[src/verilog/sector_ecc_pkg.sv]
// Constants shared by the sector check-code logic
package sector_ecc_pkg;
   localparam logic [12:0] DATA_LAST = 13'h01ff;
   localparam logic [12:0] CHK_LONG_LAST = 13'h0006;
   localparam logic [12:0] CHK_SHORT_LAST = 13'h0003;
   localparam logic [55:0] FWD_POLY_LOW = 56'h140a0445000101;
   localparam logic [55:0] RECIP_POLY_LOW = 56'h0100014440a051;
   localparam logic [12:0] TRAP_OFFSET = 13'h0038;
   localparam logic [12:0] TRAP_LAST = 13'h106f;
   localparam logic [10:0] RECORD_LAST_BYTE = 11'h206;
   localparam logic [9:0] DATA_BYTES = 10'h200;
   localparam logic [1:0] FIX_LAST = 2'h2;
   localparam int BUF_WIDTH = 19;
   localparam logic OUT_CHECK = 1'b0;
   localparam logic OUT_FIX = 1'b1;
endpackage : sector_ecc_pkg
[src/verilog/ecc_pair_buffer.sv]
// Two-entry buffer with valid and ready on both sides
`timescale 1ns/1ps
module ecc_pair_buffer #(
   parameter int WIDTH = 19
) (
   input wire logic clock,
   input wire logic srst,
   input wire logic in_valid,
   output logic in_ready,
   input wire logic [WIDTH-1:0] in_data,
   output logic out_valid,
   input wire logic out_ready,
   output logic [WIDTH-1:0] out_data
);
   logic [WIDTH-1:0] slot_reg [2];
   logic [WIDTH-1:0] slot_next [2];
   logic wr_reg, wr_next, rd_reg, rd_next;
   logic [1:0] fill_reg, fill_next;
   logic push, pop;

   assign in_ready = (fill_reg != 2'h2);
   assign out_valid = (fill_reg != 2'h0);
   assign out_data = slot_reg[rd_reg];
   assign push = in_valid && in_ready;
   assign pop = out_valid && out_ready;

   always_comb begin
      slot_next = slot_reg;
      wr_next = wr_reg;
      rd_next = rd_reg;
      fill_next = fill_reg;
      if (push) begin
         slot_next[wr_reg] = in_data;
         wr_next = ~wr_reg;
      end
      if (pop) begin
         rd_next = ~rd_reg;
      end
      if (push && !pop) begin
         fill_next = fill_reg + 2'h1;
      end else if (pop && !push) begin
         fill_next = fill_reg - 2'h1;
      end
   end

   always_ff @(posedge clock) begin
      if (srst) begin
         slot_reg[0] <= '0;
         slot_reg[1] <= '0;
         wr_reg <= 1'b0;
         rd_reg <= 1'b0;
         fill_reg <= 2'h0;
      end else begin
         slot_reg <= slot_next;
         wr_reg <= wr_next;
         rd_reg <= rd_next;
         fill_reg <= fill_next;
      end
   end
endmodule : ecc_pair_buffer

[src/verilog/sector_ecc.sv]
// Sector check-code generator, syndrome checker and burst corrector
`timescale 1ns/1ps
// Notes on behaviour
// - Divide by degree-56 forward generator polynomial
// - Reciprocal polynomial locates the error burst
// - Record is at most 519 bytes
// - Data field is exactly 512 bytes
// - Correct single bursts up to 11 bits with the 7-byte check field only
// - Longer single bursts flagged, never miscorrected
// - Double bursts flagged as uncorrectable
// - Command selects 7-byte or 4-byte check field
// - Corrections applied to buffer memory bytes
module sector_ecc (
   input wire logic clock,
   input wire logic srst,
   input wire logic start,
   input wire logic write_mode,
   input wire logic long_check,
   input wire logic in_valid,
   output logic in_ready,
   input wire logic [7:0] in_data,
   output logic out_valid,
   input wire logic out_ready,
   output logic out_kind,
   output logic [9:0] out_addr,
   output logic [7:0] out_data,
   output logic busy,
   output logic done,
   output logic error_free,
   output logic correctable,
   output logic uncorrectable,
   output logic [12:0] err_location,
   output logic [10:0] err_pattern
);
   typedef enum logic [6:0] {
      ST_IDLE = 7'b0000001,
      ST_DATA = 7'b0000010,
      ST_EMIT = 7'b0000100,
      ST_CHECK = 7'b0001000,
      ST_EVAL = 7'b0010000,
      ST_TRAP = 7'b0100000,
      ST_FIX = 7'b1000000
   } state_t;

   state_t state_reg, state_next;
   logic [55:0] rem_reg, rem_next, rev;
   logic [12:0] cnt_reg, cnt_next, loc_reg, loc_next;
   logic [10:0] pat_reg, pat_next;
   logic wr_reg, wr_next, long_reg, long_next, mis_reg, mis_next;
   logic free_reg, free_next, fix_reg, fix_next, bad_reg, bad_next;
   logic done_reg, done_next;
   logic push_valid, push_ready;
   logic [sector_ecc_pkg::BUF_WIDTH-1:0] push_word, pop_word;
   logic [31:0] wide;
   logic [7:0] fix_mask;
   logic [10:0] fix_sum, fix_addr;
   logic fix_use;
   logic [12:0] chk_last;

   // Forward division, one byte per cycle
   function automatic logic [55:0] div_byte(input logic [55:0] r, input logic [7:0] d);
      logic [55:0] acc;
      logic fb;
      acc = r;
      for (int i = 7; i >= 0; i--) begin
         fb = acc[55] ^ d[i];
         acc = {acc[54:0], 1'b0} ^ (fb ? sector_ecc_pkg::FWD_POLY_LOW : 56'h0);
      end
      return acc;
   endfunction : div_byte

   // Bit-reversed view of the remainder
   for (genvar i = 0; i < 56; i++) begin : g_rev
      assign rev[i] = rem_reg[55 - i];
   end

   // Byte address and mask for each touched byte
   assign wide = {21'h0, pat_reg} << loc_reg[2:0];
   assign fix_mask = wide[{cnt_reg[1:0], 3'b000} +: 8];
   assign fix_sum = {1'b0, loc_reg[12:3]} + {9'h0, cnt_reg[1:0]};
   assign fix_addr = sector_ecc_pkg::RECORD_LAST_BYTE - fix_sum;
   assign fix_use = (fix_sum <= sector_ecc_pkg::RECORD_LAST_BYTE)
      && (fix_addr[9:0] < sector_ecc_pkg::DATA_BYTES) && !fix_addr[10] && (fix_mask != 8'h0);
   // Check field length from the mode
   assign chk_last = long_reg ? sector_ecc_pkg::CHK_LONG_LAST : sector_ecc_pkg::CHK_SHORT_LAST;

   always_comb begin
      state_next = state_reg;
      rem_next = rem_reg;
      cnt_next = cnt_reg;
      loc_next = loc_reg;
      pat_next = pat_reg;
      wr_next = wr_reg;
      long_next = long_reg;
      mis_next = mis_reg;
      free_next = free_reg;
      fix_next = fix_reg;
      bad_next = bad_reg;
      done_next = 1'b0;
      in_ready = 1'b0;
      push_valid = 1'b0;
      push_word = {sector_ecc_pkg::OUT_CHECK, cnt_reg[9:0], rem_reg[55:48]};
      unique case (state_reg)
         ST_IDLE: begin
            if (start) begin
               wr_next = write_mode;
               long_next = long_check;
               rem_next = 56'h0;
               cnt_next = 13'h0;
               mis_next = 1'b0;
               free_next = 1'b0;
               fix_next = 1'b0;
               bad_next = 1'b0;
               loc_next = 13'h0;
               pat_next = 11'h0;
               state_next = ST_DATA;
            end
         end
         ST_DATA: begin
            in_ready = 1'b1;
            if (in_valid) begin
               rem_next = div_byte(rem_reg, in_data);
               cnt_next = cnt_reg + 13'h1;
               if (cnt_reg == sector_ecc_pkg::DATA_LAST) begin
                  cnt_next = 13'h0;
                  state_next = wr_reg ? ST_EMIT : ST_CHECK;
               end
            end
         end
         ST_EMIT: begin
            push_valid = 1'b1;
            if (push_ready) begin
               rem_next = {rem_reg[47:0], 8'h0};
               cnt_next = cnt_reg + 13'h1;
               if (cnt_reg == chk_last) begin
                  done_next = 1'b1;
                  state_next = ST_IDLE;
               end
            end
         end
         ST_CHECK: begin
            in_ready = 1'b1;
            if (in_valid) begin
               if (long_reg) begin
                  rem_next = div_byte(rem_reg, in_data);
               end else begin
                  rem_next = {rem_reg[47:0], 8'h0};
                  mis_next = mis_reg | (in_data != rem_reg[55:48]);
               end
               cnt_next = cnt_reg + 13'h1;
               if (cnt_reg == chk_last) begin
                  state_next = ST_EVAL;
               end
            end
         end
         ST_EVAL: begin
            cnt_next = 13'h0;
            if (long_reg ? (rem_reg == 56'h0) : !mis_reg) begin
               free_next = 1'b1;
               done_next = 1'b1;
               state_next = ST_IDLE;
            end else if (!long_reg) begin
               bad_next = 1'b1;
               done_next = 1'b1;
               state_next = ST_IDLE;
            end else begin
               rem_next = rev;
               state_next = ST_TRAP;
            end
         end
         ST_TRAP: begin
            // Burst trapped in low 11 syndrome bits
            // Pattern bit 0 set pins the lowest error bit
            if ((rev[55:11] == 45'h0) && rev[0]
               && (cnt_reg >= sector_ecc_pkg::TRAP_OFFSET)) begin
               loc_next = cnt_reg - sector_ecc_pkg::TRAP_OFFSET;
               pat_next = rev[10:0];
               cnt_next = 13'h0;
               state_next = ST_FIX;
            // No trap within record means uncorrectable
            end else if (cnt_reg == sector_ecc_pkg::TRAP_LAST) begin
               bad_next = 1'b1;
               done_next = 1'b1;
               state_next = ST_IDLE;
            end else begin
               // Reciprocal shift steps back one bit
               rem_next = {rem_reg[54:0], 1'b0}
                  ^ (rem_reg[55] ? sector_ecc_pkg::RECIP_POLY_LOW : 56'h0);
               cnt_next = cnt_reg + 13'h1;
            end
         end
         ST_FIX: begin
            push_valid = fix_use;
            push_word = {sector_ecc_pkg::OUT_FIX, fix_addr[9:0], fix_mask};
            if (!fix_use || push_ready) begin
               cnt_next = cnt_reg + 13'h1;
               if (cnt_reg[1:0] == sector_ecc_pkg::FIX_LAST) begin
                  fix_next = 1'b1;
                  done_next = 1'b1;
                  state_next = ST_IDLE;
               end
            end
         end
         default: begin
            state_next = ST_IDLE;
         end
      endcase
   end

   always_ff @(posedge clock) begin
      if (srst) begin
         state_reg <= ST_IDLE;
         rem_reg <= 56'h0;
         cnt_reg <= 13'h0;
         loc_reg <= 13'h0;
         pat_reg <= 11'h0;
         wr_reg <= 1'b0;
         long_reg <= 1'b0;
         mis_reg <= 1'b0;
         free_reg <= 1'b0;
         fix_reg <= 1'b0;
         bad_reg <= 1'b0;
         done_reg <= 1'b0;
      end else begin
         state_reg <= state_next;
         rem_reg <= rem_next;
         cnt_reg <= cnt_next;
         loc_reg <= loc_next;
         pat_reg <= pat_next;
         wr_reg <= wr_next;
         long_reg <= long_next;
         mis_reg <= mis_next;
         free_reg <= free_next;
         fix_reg <= fix_next;
         bad_reg <= bad_next;
         done_reg <= done_next;
      end
   end

   // Check bytes and corrections leave through the buffer
   ecc_pair_buffer #(
      .WIDTH(sector_ecc_pkg::BUF_WIDTH)
   ) u_buffer (
      .clock(clock),
      .srst(srst),
      .in_valid(push_valid),
      .in_ready(push_ready),
      .in_data(push_word),
      .out_valid(out_valid),
      .out_ready(out_ready),
      .out_data(pop_word)
   );

   assign out_kind = pop_word[18];
   assign out_addr = pop_word[17:8];
   assign out_data = pop_word[7:0];
   assign busy = (state_reg != ST_IDLE);
   assign done = done_reg;
   assign error_free = free_reg;
   assign correctable = fix_reg;
   assign uncorrectable = bad_reg;
   assign err_location = loc_reg;
   assign err_pattern = pat_reg;
endmodule : sector_ecc

[config.mk]
export PLATFORM = sky130hd
export DESIGN_NAME = sector_ecc
export DESIGN_NICKNAME = d
export VERILOG_FILES = /design/src/verilog/sector_ecc_pkg.sv /design/src/verilog/ecc_pair_buffer.sv /design/src/verilog/sector_ecc.sv
export SDC_FILE = /design/constraint.sdc
export NUM_CORES = 1
export LEC_CHECK = 0
export BUFFER_PORTS_ARGS = -buffer_cell sky130_fd_sc_hd__buf_4
export CORE_UTILIZATION = 30
export CTS_CLUSTER_DIAMETER = 50
export CTS_CLUSTER_SIZE = 24
export DETAILED_ROUTE_END_ITERATION = 6
export MAX_ROUTING_LAYER = met4
export SYNTH_ARGS = -nofsm -noshare
export SYNTH_HDL_FRONTEND = slang
export SYNTH_SLANG_ARGS = --single-unit
[constraint.sdc]
create_clock -name clock -period 5.6 [get_ports clock]
set_clock_uncertainty 0.05 [all_clocks]
set_input_delay 0.28 -clock clock [delete_from_list [all_inputs] [get_ports clock]]
set_output_delay 0.28 -clock clock [all_outputs]
set_load 0.02 [all_outputs]
; ---- After elaboration in Yosys (flattened, before gate mapping)
; Index checks and enable logic that the tools add are counted.
; Widths: inputs -> output; s select.
[totals]
ff_bits = 149
in_bits = 15
out_inout_bits = 50
wordCells = 209
[classes]
order_cmp = 6
mux = 84
bitwise_logic = 22
add_sub_neg = 6
shift = 2
n_eq_ne = 34
reduce_logical = 38
[ops]
columns = cell, n
row1 = $mux 56, 9
row2 = $xor 56x53->56, 8
row3 = $mux 53, 8
row4 = $pmux 56 s6, 1
row5 = $mux 13, 9
row6 = $mux 19, 5
row7 = $pmux 13 s7, 1
row8 = $mux 7, 11
row9 = $logic_not 56->1, 1
row10 = $xor 56x49->56, 1
row11 = $mux 49, 1
row12 = $pmux 7 s7, 1
row13 = $logic_not 45->1, 1
row14 = $bwmux 38, 1
row15 = $ne 2x2->1 const B, 19
row16 = $shiftx 32x6->8, 1
row17 = $shl 11x3->32, 1
row18 = $pmux 13 s2, 1
row19 = $mux 11, 2
row20 = $pmux 11 s2, 1
row21 = $mux 1, 20
row22 = $demux 19 s1, 1
row23 = $add 13x1->13 const B, 1
row24 = $eq 13x13->1 const B, 1
row25 = 50 further kinds, 86

; ---- Depth between registers and ports, before layout
; Gate-level depths: netlist of run 1.
[depth]
word_depth = 27
ltp_mapped = 14
mapped_depth_nobuf = 14

; ---- Modules after synthesis
; A second synthesis of run 1 with hierarchy kept.
[unflattened]
hier_cells = 1239
hier_area_um2 = 9756.9
[by_module_without_submodules]
columns = module, seq_area_each_um2, instances, cells_each, area_per_inst_um2
row1 = sector_ecc, 2142.1, 1, 1027, 7748.7
row2 = ecc_pair_buffer, 840.8, 1, 212, 2008.2

; ---- Worst setup path before layout of run 1
; No wires, ideal clock.
[synth_path]
kind = reg-to-reg
startpoint = register loc_reg[3], in the netlist err_location[3]
endpoint = register u_buffer.fill_reg[1]
required_time_ns = 5.480
slack_ns = 1.822
synth_period_minus_slack_ns = 3.778
n_path_buf = 0
path_stages_with_launch = 13
setup_ns = 0.070
t_arrival_ns = 3.658
path_cell_list = dfxtp_1 ha_1 inv_1 fa_1 nand2b_1 nor2_1 o311ai_0 o211ai_1 mux2i_1 a41o_1 ha_1 or3_1 a21oi_1
[synth_between]
elab_chain_cells = 11
word_cells_on_any_way = 15
cone_classes = 2 x add/sub / 2 x order compare / 2 x mux / 9 x reduce/logical
[synth_rtl]
columns = element, line
row1 = from (decl), sector_ecc.sv:47  ; logic [12:0] cnt_reg, cnt_next, loc_reg, loc_next;
row2 = from (signal assigned), sector_ecc.sv:228  ; loc_reg <= loc_next;
row3 = $add 10x2->11 (*), sector_ecc.sv:80  ; assign fix_sum = {1'b0, loc_reg[12:3]} + {9'h0, cnt_reg[1:0]};
row4 = $sub 10x11->11, sector_ecc.sv:81  ; assign fix_addr = sector_ecc_pkg::RECORD_LAST_BYTE - fix_sum;
row5 = $lt 10x10->1, sector_ecc.sv:83  ; && (fix_addr[9:0] < sector_ecc_pkg::DATA_BYTES) && !fix_addr[10] && (fix_mask != 8'h0);
row6 = $logic_and 1x1->1, sector_ecc.sv:83
row7 = $logic_and 1x1->1 (*) (2 in a row), sector_ecc.sv:83
row8 = $pmux 1 s2 (*), sector_ecc.sv:103  ; unique case (state_reg)
row9 = $logic_and 1x1->1 (*), ecc_pair_buffer.sv:24  ; assign push = in_valid && in_ready;
row10 = net u_buffer.push, ecc_pair_buffer.sv:19  ; logic push, pop;
row11 = $logic_not 1->1, ecc_pair_buffer.sv:41  ; end else if (pop && !push) begin
row12 = $logic_and 1x1->1, ecc_pair_buffer.sv:41
row13 = $reduce_bool 2->1 (no line), -
row14 = to (signal assigned), ecc_pair_buffer.sv:57  ; fill_reg <= fill_next;
row15 = to (decl), ecc_pair_buffer.sv:18  ; logic [1:0] fill_reg, fill_next;
; The timed path passes the listed nets; every way through them passes the cells marked *.
; A chain may end at the register's enable or synchronous reset.

; ---- Worst setup path after layout of run 1
[layout_path]
startpoint = register cnt_reg[1]
endpoint = register u_buffer.fill_reg[1]
[layout_between]
elab_chain_cells = 11
word_cells_on_any_way = 17
cone_classes = 2 x add/sub / 2 x order compare / 1 x shift / 2 x mux / 10 x reduce/logical
[layout_rtl]
columns = element, line
row1 = from (decl), sector_ecc.sv:47
row2 = from (signal assigned), sector_ecc.sv:227  ; cnt_reg <= cnt_next;
row3 = $add 10x2->11, sector_ecc.sv:80
row4 = $sub 10x11->11, sector_ecc.sv:81
row5 = $lt 10x10->1, sector_ecc.sv:83
row6 = $logic_and 1x1->1 (2 in a row), sector_ecc.sv:83
row7 = $logic_and 1x1->1 (*), sector_ecc.sv:83
row8 = $pmux 1 s2 (*), sector_ecc.sv:103
row9 = $logic_and 1x1->1 (*), ecc_pair_buffer.sv:24
row10 = net u_buffer.push, ecc_pair_buffer.sv:19
row11 = $logic_not 1->1, ecc_pair_buffer.sv:41
row12 = $logic_and 1x1->1, ecc_pair_buffer.sv:41
row13 = $reduce_bool 2->1 (no line), -
; Marked as above.

==> results.md, run 1 <==
- Worst Setup End Kind: flip-flop
- Max reg flops: 56
- DRT iter0 DRCs: 994
- Longest Clk Path Bufs: 2
- Area grow syn2layout: 13.7%
- CTS sink count: 149
- Total number of yosys warnings: 0
- Critical path peak fanout: 15
- Reg2Reg Depth: 11
- Top-area cell type share of the netlist area: 32.6%
- RR Startpoint: cnt_reg[1]
- Average size of a mapped cell: between 7 and 8 um^2
- Sequential share of the synthesized area: 32.6%
- First-pass GRT wire length: approximately 47000 um
- Mapped Cells: approximately 1.2k
- Via/cell ratio: between 5 and 6
- Post-synth ARST share: 0%
- # setup viols final: 0
- Synth Flop Type: dfxtp_1
- Cell count of the worst hold path: 2
- Post-synthesis adder-cell area fraction: 1.42%
- GRT Util Overall: 19.5%
- Peak supply drop: approximately 0.00024 V
- Yosys reg bits: 149
- Relative slew slack: about a fifth
- Status: finished, violations left
- EDFF count, synth: 0
- Critical path launch point type: flip-flop
- Via count: between 9k and 10k
- Hold Crit Class: in2reg
- WL per Instance: between 15 and 20 um
- CTS tree: yes
- First-pass DRT Iterations: 7
- Die width: 177 um
- CORE AREA: approximately 30000 um^2
- GRT overflow: 0
- # nets final: ~1.2k
- Hpwl dp: ~20000 um
- Leak Pwr: 3.68 nW
- Share of cells above drive strength 1: between 15 and 20%
- Final Wtd Congestion: 0.912
- Top Ports: 65
- Post-CTS setup buffer count: 0
- Pwr Density: around 250 nW/um^2
- Cts repair resizes: 0
- Pre-CTS setup slack: roughly 1200 ps
- Post-synthesis mux area share: 6.47%
- CP Data Arrival Time: 4790 ps
- Rows: 63
- Tcrit/Tclk final: between 70% and 80%
- Hold_buf cts: 0
- H-tree depth: 4
- # diodes: 0
- Pin count of the biggest net entering global routing: 80
- Violated checks: DRC
- Synth Area in Compound Gates: approximately a quarter
- CP required: slightly below 6000 ps
- Yosys cell types: 85
- Fin crit period: 4480 ps
- Hold path endpoint: state_reg[5]
- Setup TNS Final: 0 ps
- Largest cells by area after synthesis: dfxtp_1 (33%), o21ai_0 (5.6%), nand2_1 (5.4%), a21oi_1 (5.1%), nor2_1 (4.4%)
- Die Area: between 30000 and 40000 um^2
- Max Cap Violations: 0
- RR Endpoint: u_buffer.fill_reg[1]
- Routed Antenna Nets: 0
- Synth Area in XOR/XNOR: 5.74%
- RSZ-0062 raised after global routing: false
- Cell area after synthesis: around 9000 um^2
- Setup CP Type: reg2reg
- Drt drc: 2
- Vias in the first global route: a little over 8k
- Clock latency on the worst-skew pair: between 400 and 500 ps
- Initial antenna violation count: 0
- Hold_sp: srst
- Root Driver: clkbuf_16
- Setup ws final: about 1100 ps
- Biggest area consumer among synthesized cells: dfxtp_1
- Worst-path clk slew: around 70 ps
- IO Port Bufs: 64
- Main combinational cell family by area after synthesis: compound AO/OA/AOI/OAI gates
- Simple-Gate Fraction of Synth Area: 23.1%
- Die Y: about 180 um
- Fmax achieved: 223 MHz
- Pins over their slew limit: 0
- Reg2reg setup slack: 1120 ps
- Worst Max-Slew Pin Slew: about 1200 ps
- WL final: between 20000 and 30000 um
- TritonCTS Buffers: 17
- Initial core utilization: between 30% and 40%
- Synthesized Nets: between 1k and 1.5k
- Fin. Hold Viols: 0
metal layers:
metal  routed length, um  global-route usage (%)  share of wire (%)  vias up
met5                   0                       -                  0        -
met4                 798                    7.33                2.7        0
met3                1880                    2.90                6.4       57
met2               13200                    29.2                 45      394
met1               13500                    26.4                 46     4335
li1                    -                       -                  -     4247
kinds of logic (layout without fill, tap and decap cells):
group,count (synthesis),count (layout)
simple gates,431,431
compound gates,343,343
flops,149,149
buf+inv,120,126
xor+xnor,60,60
mux,51,51
fa+ha+maj,10,10
synth_stat cells, types with 6 or more instances:
| library cell | number |
|---|---|
| o211ai_1 | 11 |
| and3_1 | 10 |
| xnor2_1 | 34 |
| mux2_2 | 29 |
| mux2i_1 | 15 |
| xor2_1 | 26 |
| a221oi_1 | 37 |
| a21oi_1 | 94 |
| a22oi_1 | 15 |
| nor2b_1 | 17 |
| inv_1 | 19 |
| nand2_1 | 132 |
| nor3_1 | 16 |
| clkbuf_1 | 72 |
| a31o_2 | 12 |
| a222oi_1 | 8 |
| dfxtp_1 | 149 |
| nand2b_1 | 11 |
| a22o_1 | 6 |
| buf_2 | 15 |
| nand4_1 | 9 |
| o21ai_0 | 103 |
| nand3_1 | 58 |
| nor2_1 | 108 |
| nor4_1 | 21 |
| buf_1 | 7 |
| ha_1 | 8 |
power breakdown:
part / total, mW / switching [mW] / internal (mW)
registers: 1.08 / 0.0155 / 1.07
logic: 0.260 / 0.180 / 0.0800
clock network: 1.23 / 0.484 / 0.744
worst max-delay path by stage:
stage                          from                   end  slack, ps
floorplan           err_location[3]  u_buffer.fill_reg[1]       1820
global placement         cnt_reg[1]  u_buffer.fill_reg[1]       1300
detailed placement       cnt_reg[1]  u_buffer.fill_reg[1]       1170
CTS                      cnt_reg[1]  u_buffer.fill_reg[1]       1150
global route             cnt_reg[1]  u_buffer.slot_reg[8]        830
finish                   cnt_reg[1]  u_buffer.fill_reg[1]       1120
layout by cell type (no fill, tap or decap), drive strengths merged, types with 6 or more instances in the layout:
master | Yosys | final
nand3 | 58 | 58
inv | 19 | 19
xor2 | 26 | 26
clkbuf | 72 | 19
a221oi | 37 | 37
nor2b | 17 | 17
a21oi | 94 | 94
and3 | 10 | 10
nand2 | 133 | 133
nand4 | 10 | 10
o21ai | 106 | 106
nand2b | 11 | 11
a31o | 16 | 16
dfxtp | 149 | 149
mux2 | 33 | 33
nor3 | 17 | 17
nor4b | 6 | 6
a22oi | 15 | 15
mux2i | 15 | 15
clkinv | 0 | 7
o211ai | 11 | 11
nor2 | 109 | 109
a22o | 6 | 6
a222oi | 8 | 8
buf | 29 | 76
nor4 | 21 | 21
xnor2 | 34 | 34
ha | 8 | 8
area by class of cell:
class / instances / area (um^2)
Fill cell: 3087 / 19500
Tap cell: 390 / 488
Sequential cell: 149 / 2980
Clock inverter: 12 / 181
Inverter: 19 / 71.3
Clock buffer: 19 / 433
Timing Repair Buffer: 76 / 571
Multi-Input combinational cell: 895 / 5690
worst max-delay path, cell delays in order, from the launching register on:
cell	delay [ps]
dfxtp_1	640
inv_1	270
fa_1	570
nand2b_1	150
nor2_1	50
o311ai_0	600
o211ai_1	270
mux2i_1	710
a41o_1	300
ha_1	260
or3_1	370
a21oi_1	150
stage by stage:
stage               utilization [%]  instance area, um^2  total power, mW  instances  hold slack [ps]
floorplan                         -                 9160             1.29       1164              364
global placement               32.8                 9800             1.36       1529              386
detailed placement             32.8                 9800             1.36       1529              392
CTS                            34.9                10400             2.59       1560             9.58
global route                   34.9                10400             2.65       1560             27.1
finish                         34.9                10400             2.57       1560             26.8
(Power assumes the default switching activity.)
==> inputs of run 2 (changes only) <==
Clock period 5.6 ns to 3.7 ns, I/O delays scaled along.
==> run 2 against run 1 <==
Effect of this change:
- the flow now finishes without violations
- via count shrank 0.14%
- non-clock buffer count grew 33
- maximum frequency grew 28%
- cell count grew 2.2%
- final area grew 3.3%
- setup slack lost 910 ps
- utilization grew 1.1 points
- combinational power grew 64%
- global-route usage grew 0.17 points
- first-iteration DRC count shrank 5.1%
- sequential power grew 51%
- register-to-register slack lost 910 ps
==> results.md, run 2 (synthesis gave the netlist of run 1 again) <==
- Status: complete, no violations
- First-pass DRT Iterations: 7
- Clock latency on the worst-skew pair: 440 ps
- Pins over their slew limit: 0
- Multi-input logic area: about 5700 um^2
- Rows: 63
- Die Area: about 31000 um^2
- Pre-CTS setup slack: approximately 170 ps
- WL final: ~30000 um
- Hold Crit Class: in2reg
- Vias in the first global route: between 8k and 9k
- Max reg flops: between 50 and 60
- Reg area: a little under 3000 um^2
- Longest Clk Path Bufs: 2
- Tcrit/Tclk final: between 90% and 100%
- Share of cells above drive strength 1: 17.8%
- Leak Pwr: approximately 4 nW
- First-pass GRT wire length: between 40000 and 50000 um
- CTS tree: yes
- DRT iter0 DRCs: about 940
- IO Port Bufs: 64
- Routed Antenna Nets: 0
- Pwr Density: 375 nW/um^2
- Area grow syn2layout: 17.4%
- Most frequent cells in the layout: dfxtp_1 (149), nand2_1 (132), nor2_1 (108)
- Critical path peak fanout: 5
- Pin count of the biggest net entering global routing: 69
- CP required: approximately 4000 ps
- Post-CTS setup buffer count: 0
- Die width: approximately 180 um
- Setup TNS Final: 0 ps
- Slowest stage delay, CP: around 490 ps
- Hpwl dp: 21100 um
- Root Driver: clkbuf_16
- Setup ws final: approximately 210 ps
- Switching Share: ~28%
- Critical path's slowest cell: fa_1
- # setup viols final: 0
- Fin crit period: roughly 3500 ps
- GRT overflow: 0
- RSZ-0062 raised after global routing: false
- Die Y: between 150 and 200 um
- Top Ports: 65
- Worst Setup End Kind: flip-flop
- CP Data Arrival Time: approximately 3800 ps
- Commonest non-fill, non-tap cell in the layout: dfxtp_1
- Psw: 1.11 mW
- TritonCTS Buffers: 17
- WL per Instance: roughly 19 um
- Fmax achieved: 287 MHz
- GRT Util Overall: around a fifth
- Critical path launch point type: flip-flop
- Via count: between 9k and 10k
- Fin. Hold Viols: 0
- Worst-path clk slew: ~70 ps
- Setup CP Type: reg2reg
- # diodes: 0
- Drt drc: 0
- Crit path max-delay family: adder cells
- Max Cap Violations: 0
- Via/cell ratio: between 5 and 6
- Worst path cell trace: ha_2, inv_1, fa_1, inv_1, ha_1, maj3_1, o21ai_1, nand3_1, mux2i_2, a41o_1, ha_1, or3_1, a21oi_1
- Sequential share of power: approximately 41%
- CORE AREA: roughly 30000 um^2
- # nets final: 1215
- Worst Max-Slew Pin Slew: 1090 ps
- H-tree depth: 4
- Initial antenna violation count: 0
- Final Wtd Congestion: about 0.94
- CTS sink count: 149
- Initial core utilization: a little under a third
- Filler Cell Count: about 3.1k
- Peak supply drop: ~0.00026 V
- Cell-internal power: just under 3 mW
- Clk network pwr share: slightly below 50%
- Gate power share: 10.6%
- Relative slew slack: roughly a quarter
- CP bufs+invs: 2
## run 2: changes by cell type in the layout (fill, tap and decap cells not counted), moves of 2 or more
cell           before  now
dlygate4sd3_1       0    3
clkbuf_1            2    0
inv_6               0    5
clkinv_2            2    0
inv_8               0    5
buf_4              76  103
buf_12              0    3
clkinv_4            5    1
## run 2: path summary, 6_finish.rpt
kind | start | endpoint | slack, ps | cells past startpoint
worst max-delay path | err_location[3] | u_buffer.fill_reg[1] | 210 | 13
worst min-delay path | in_valid | mis_reg | 50 | 3
worst max register to register | err_location[3] | u_buffer.fill_reg[1] | 210 | 13
worst min register to register | mis_reg | mis_reg | 400 | 2
## run 2: layout make-up
| type | count | area share (%) |
|---|---|---|
| clock inverters | 15 | 2.13 |
| well taps | 390 | 4.54 |
| flip-flops and latches | 149 | 27.7 |
| repair buffers | 109 | 8.03 |
| clock buffers | 17 | 3.96 |
| multi-input cells | 895 | 53.0 |
| inverters | 19 | 0.663 |
## run 2: layer usage
layer / track usage [%] / up-vias / part of all wire (%)
met1: 26.2 / 4282 / 44
li1: - / 4328 / -
met2: 31.0 / 367 / 47
met3: 2.90 / 43 / 7.2
met4: 5.21 / 0 / 1.7
met5: - / - / 0
## run 2: what timing repair did
action                                 CTS  global route
endpoints found under the hold margin    3             0
setup endpoints to repair                0             4
gates resized for setup                  0             3
hold buffers                             3             0
## run 2: power groups by stage
stage / Clock, mW / Combinational, mW / Sequential, mW
after global routing: 2.06 / 0.460 / 1.64
after floorplan: 0 / 0.294 / 1.66
after global placement: 0 / 0.414 / 1.67
final: 1.97 / 0.427 / 1.63
after CTS: 1.99 / 0.422 / 1.63
after detailed placement: 0 / 0.416 / 1.67
## run 2: worst min-delay path: stages
cell and delay [ps]:
buf_4 140, o211ai_1 90, a21oi_1 60
## run 2: per-stage QoR
step	power (mW)	hold WS [ps]	util (%)	instance area (um^2)	instances
after floorplan	1.95	269	-	9170	1164
after global placement	2.08	383	33.7	10100	1559
after detailed placement	2.09	388	33.7	10100	1559
after CTS	4.04	41.9	36.0	10800	1594
after global routing	4.15	45.7	36.0	10800	1594
final	4.03	46.9	36.0	10800	1594
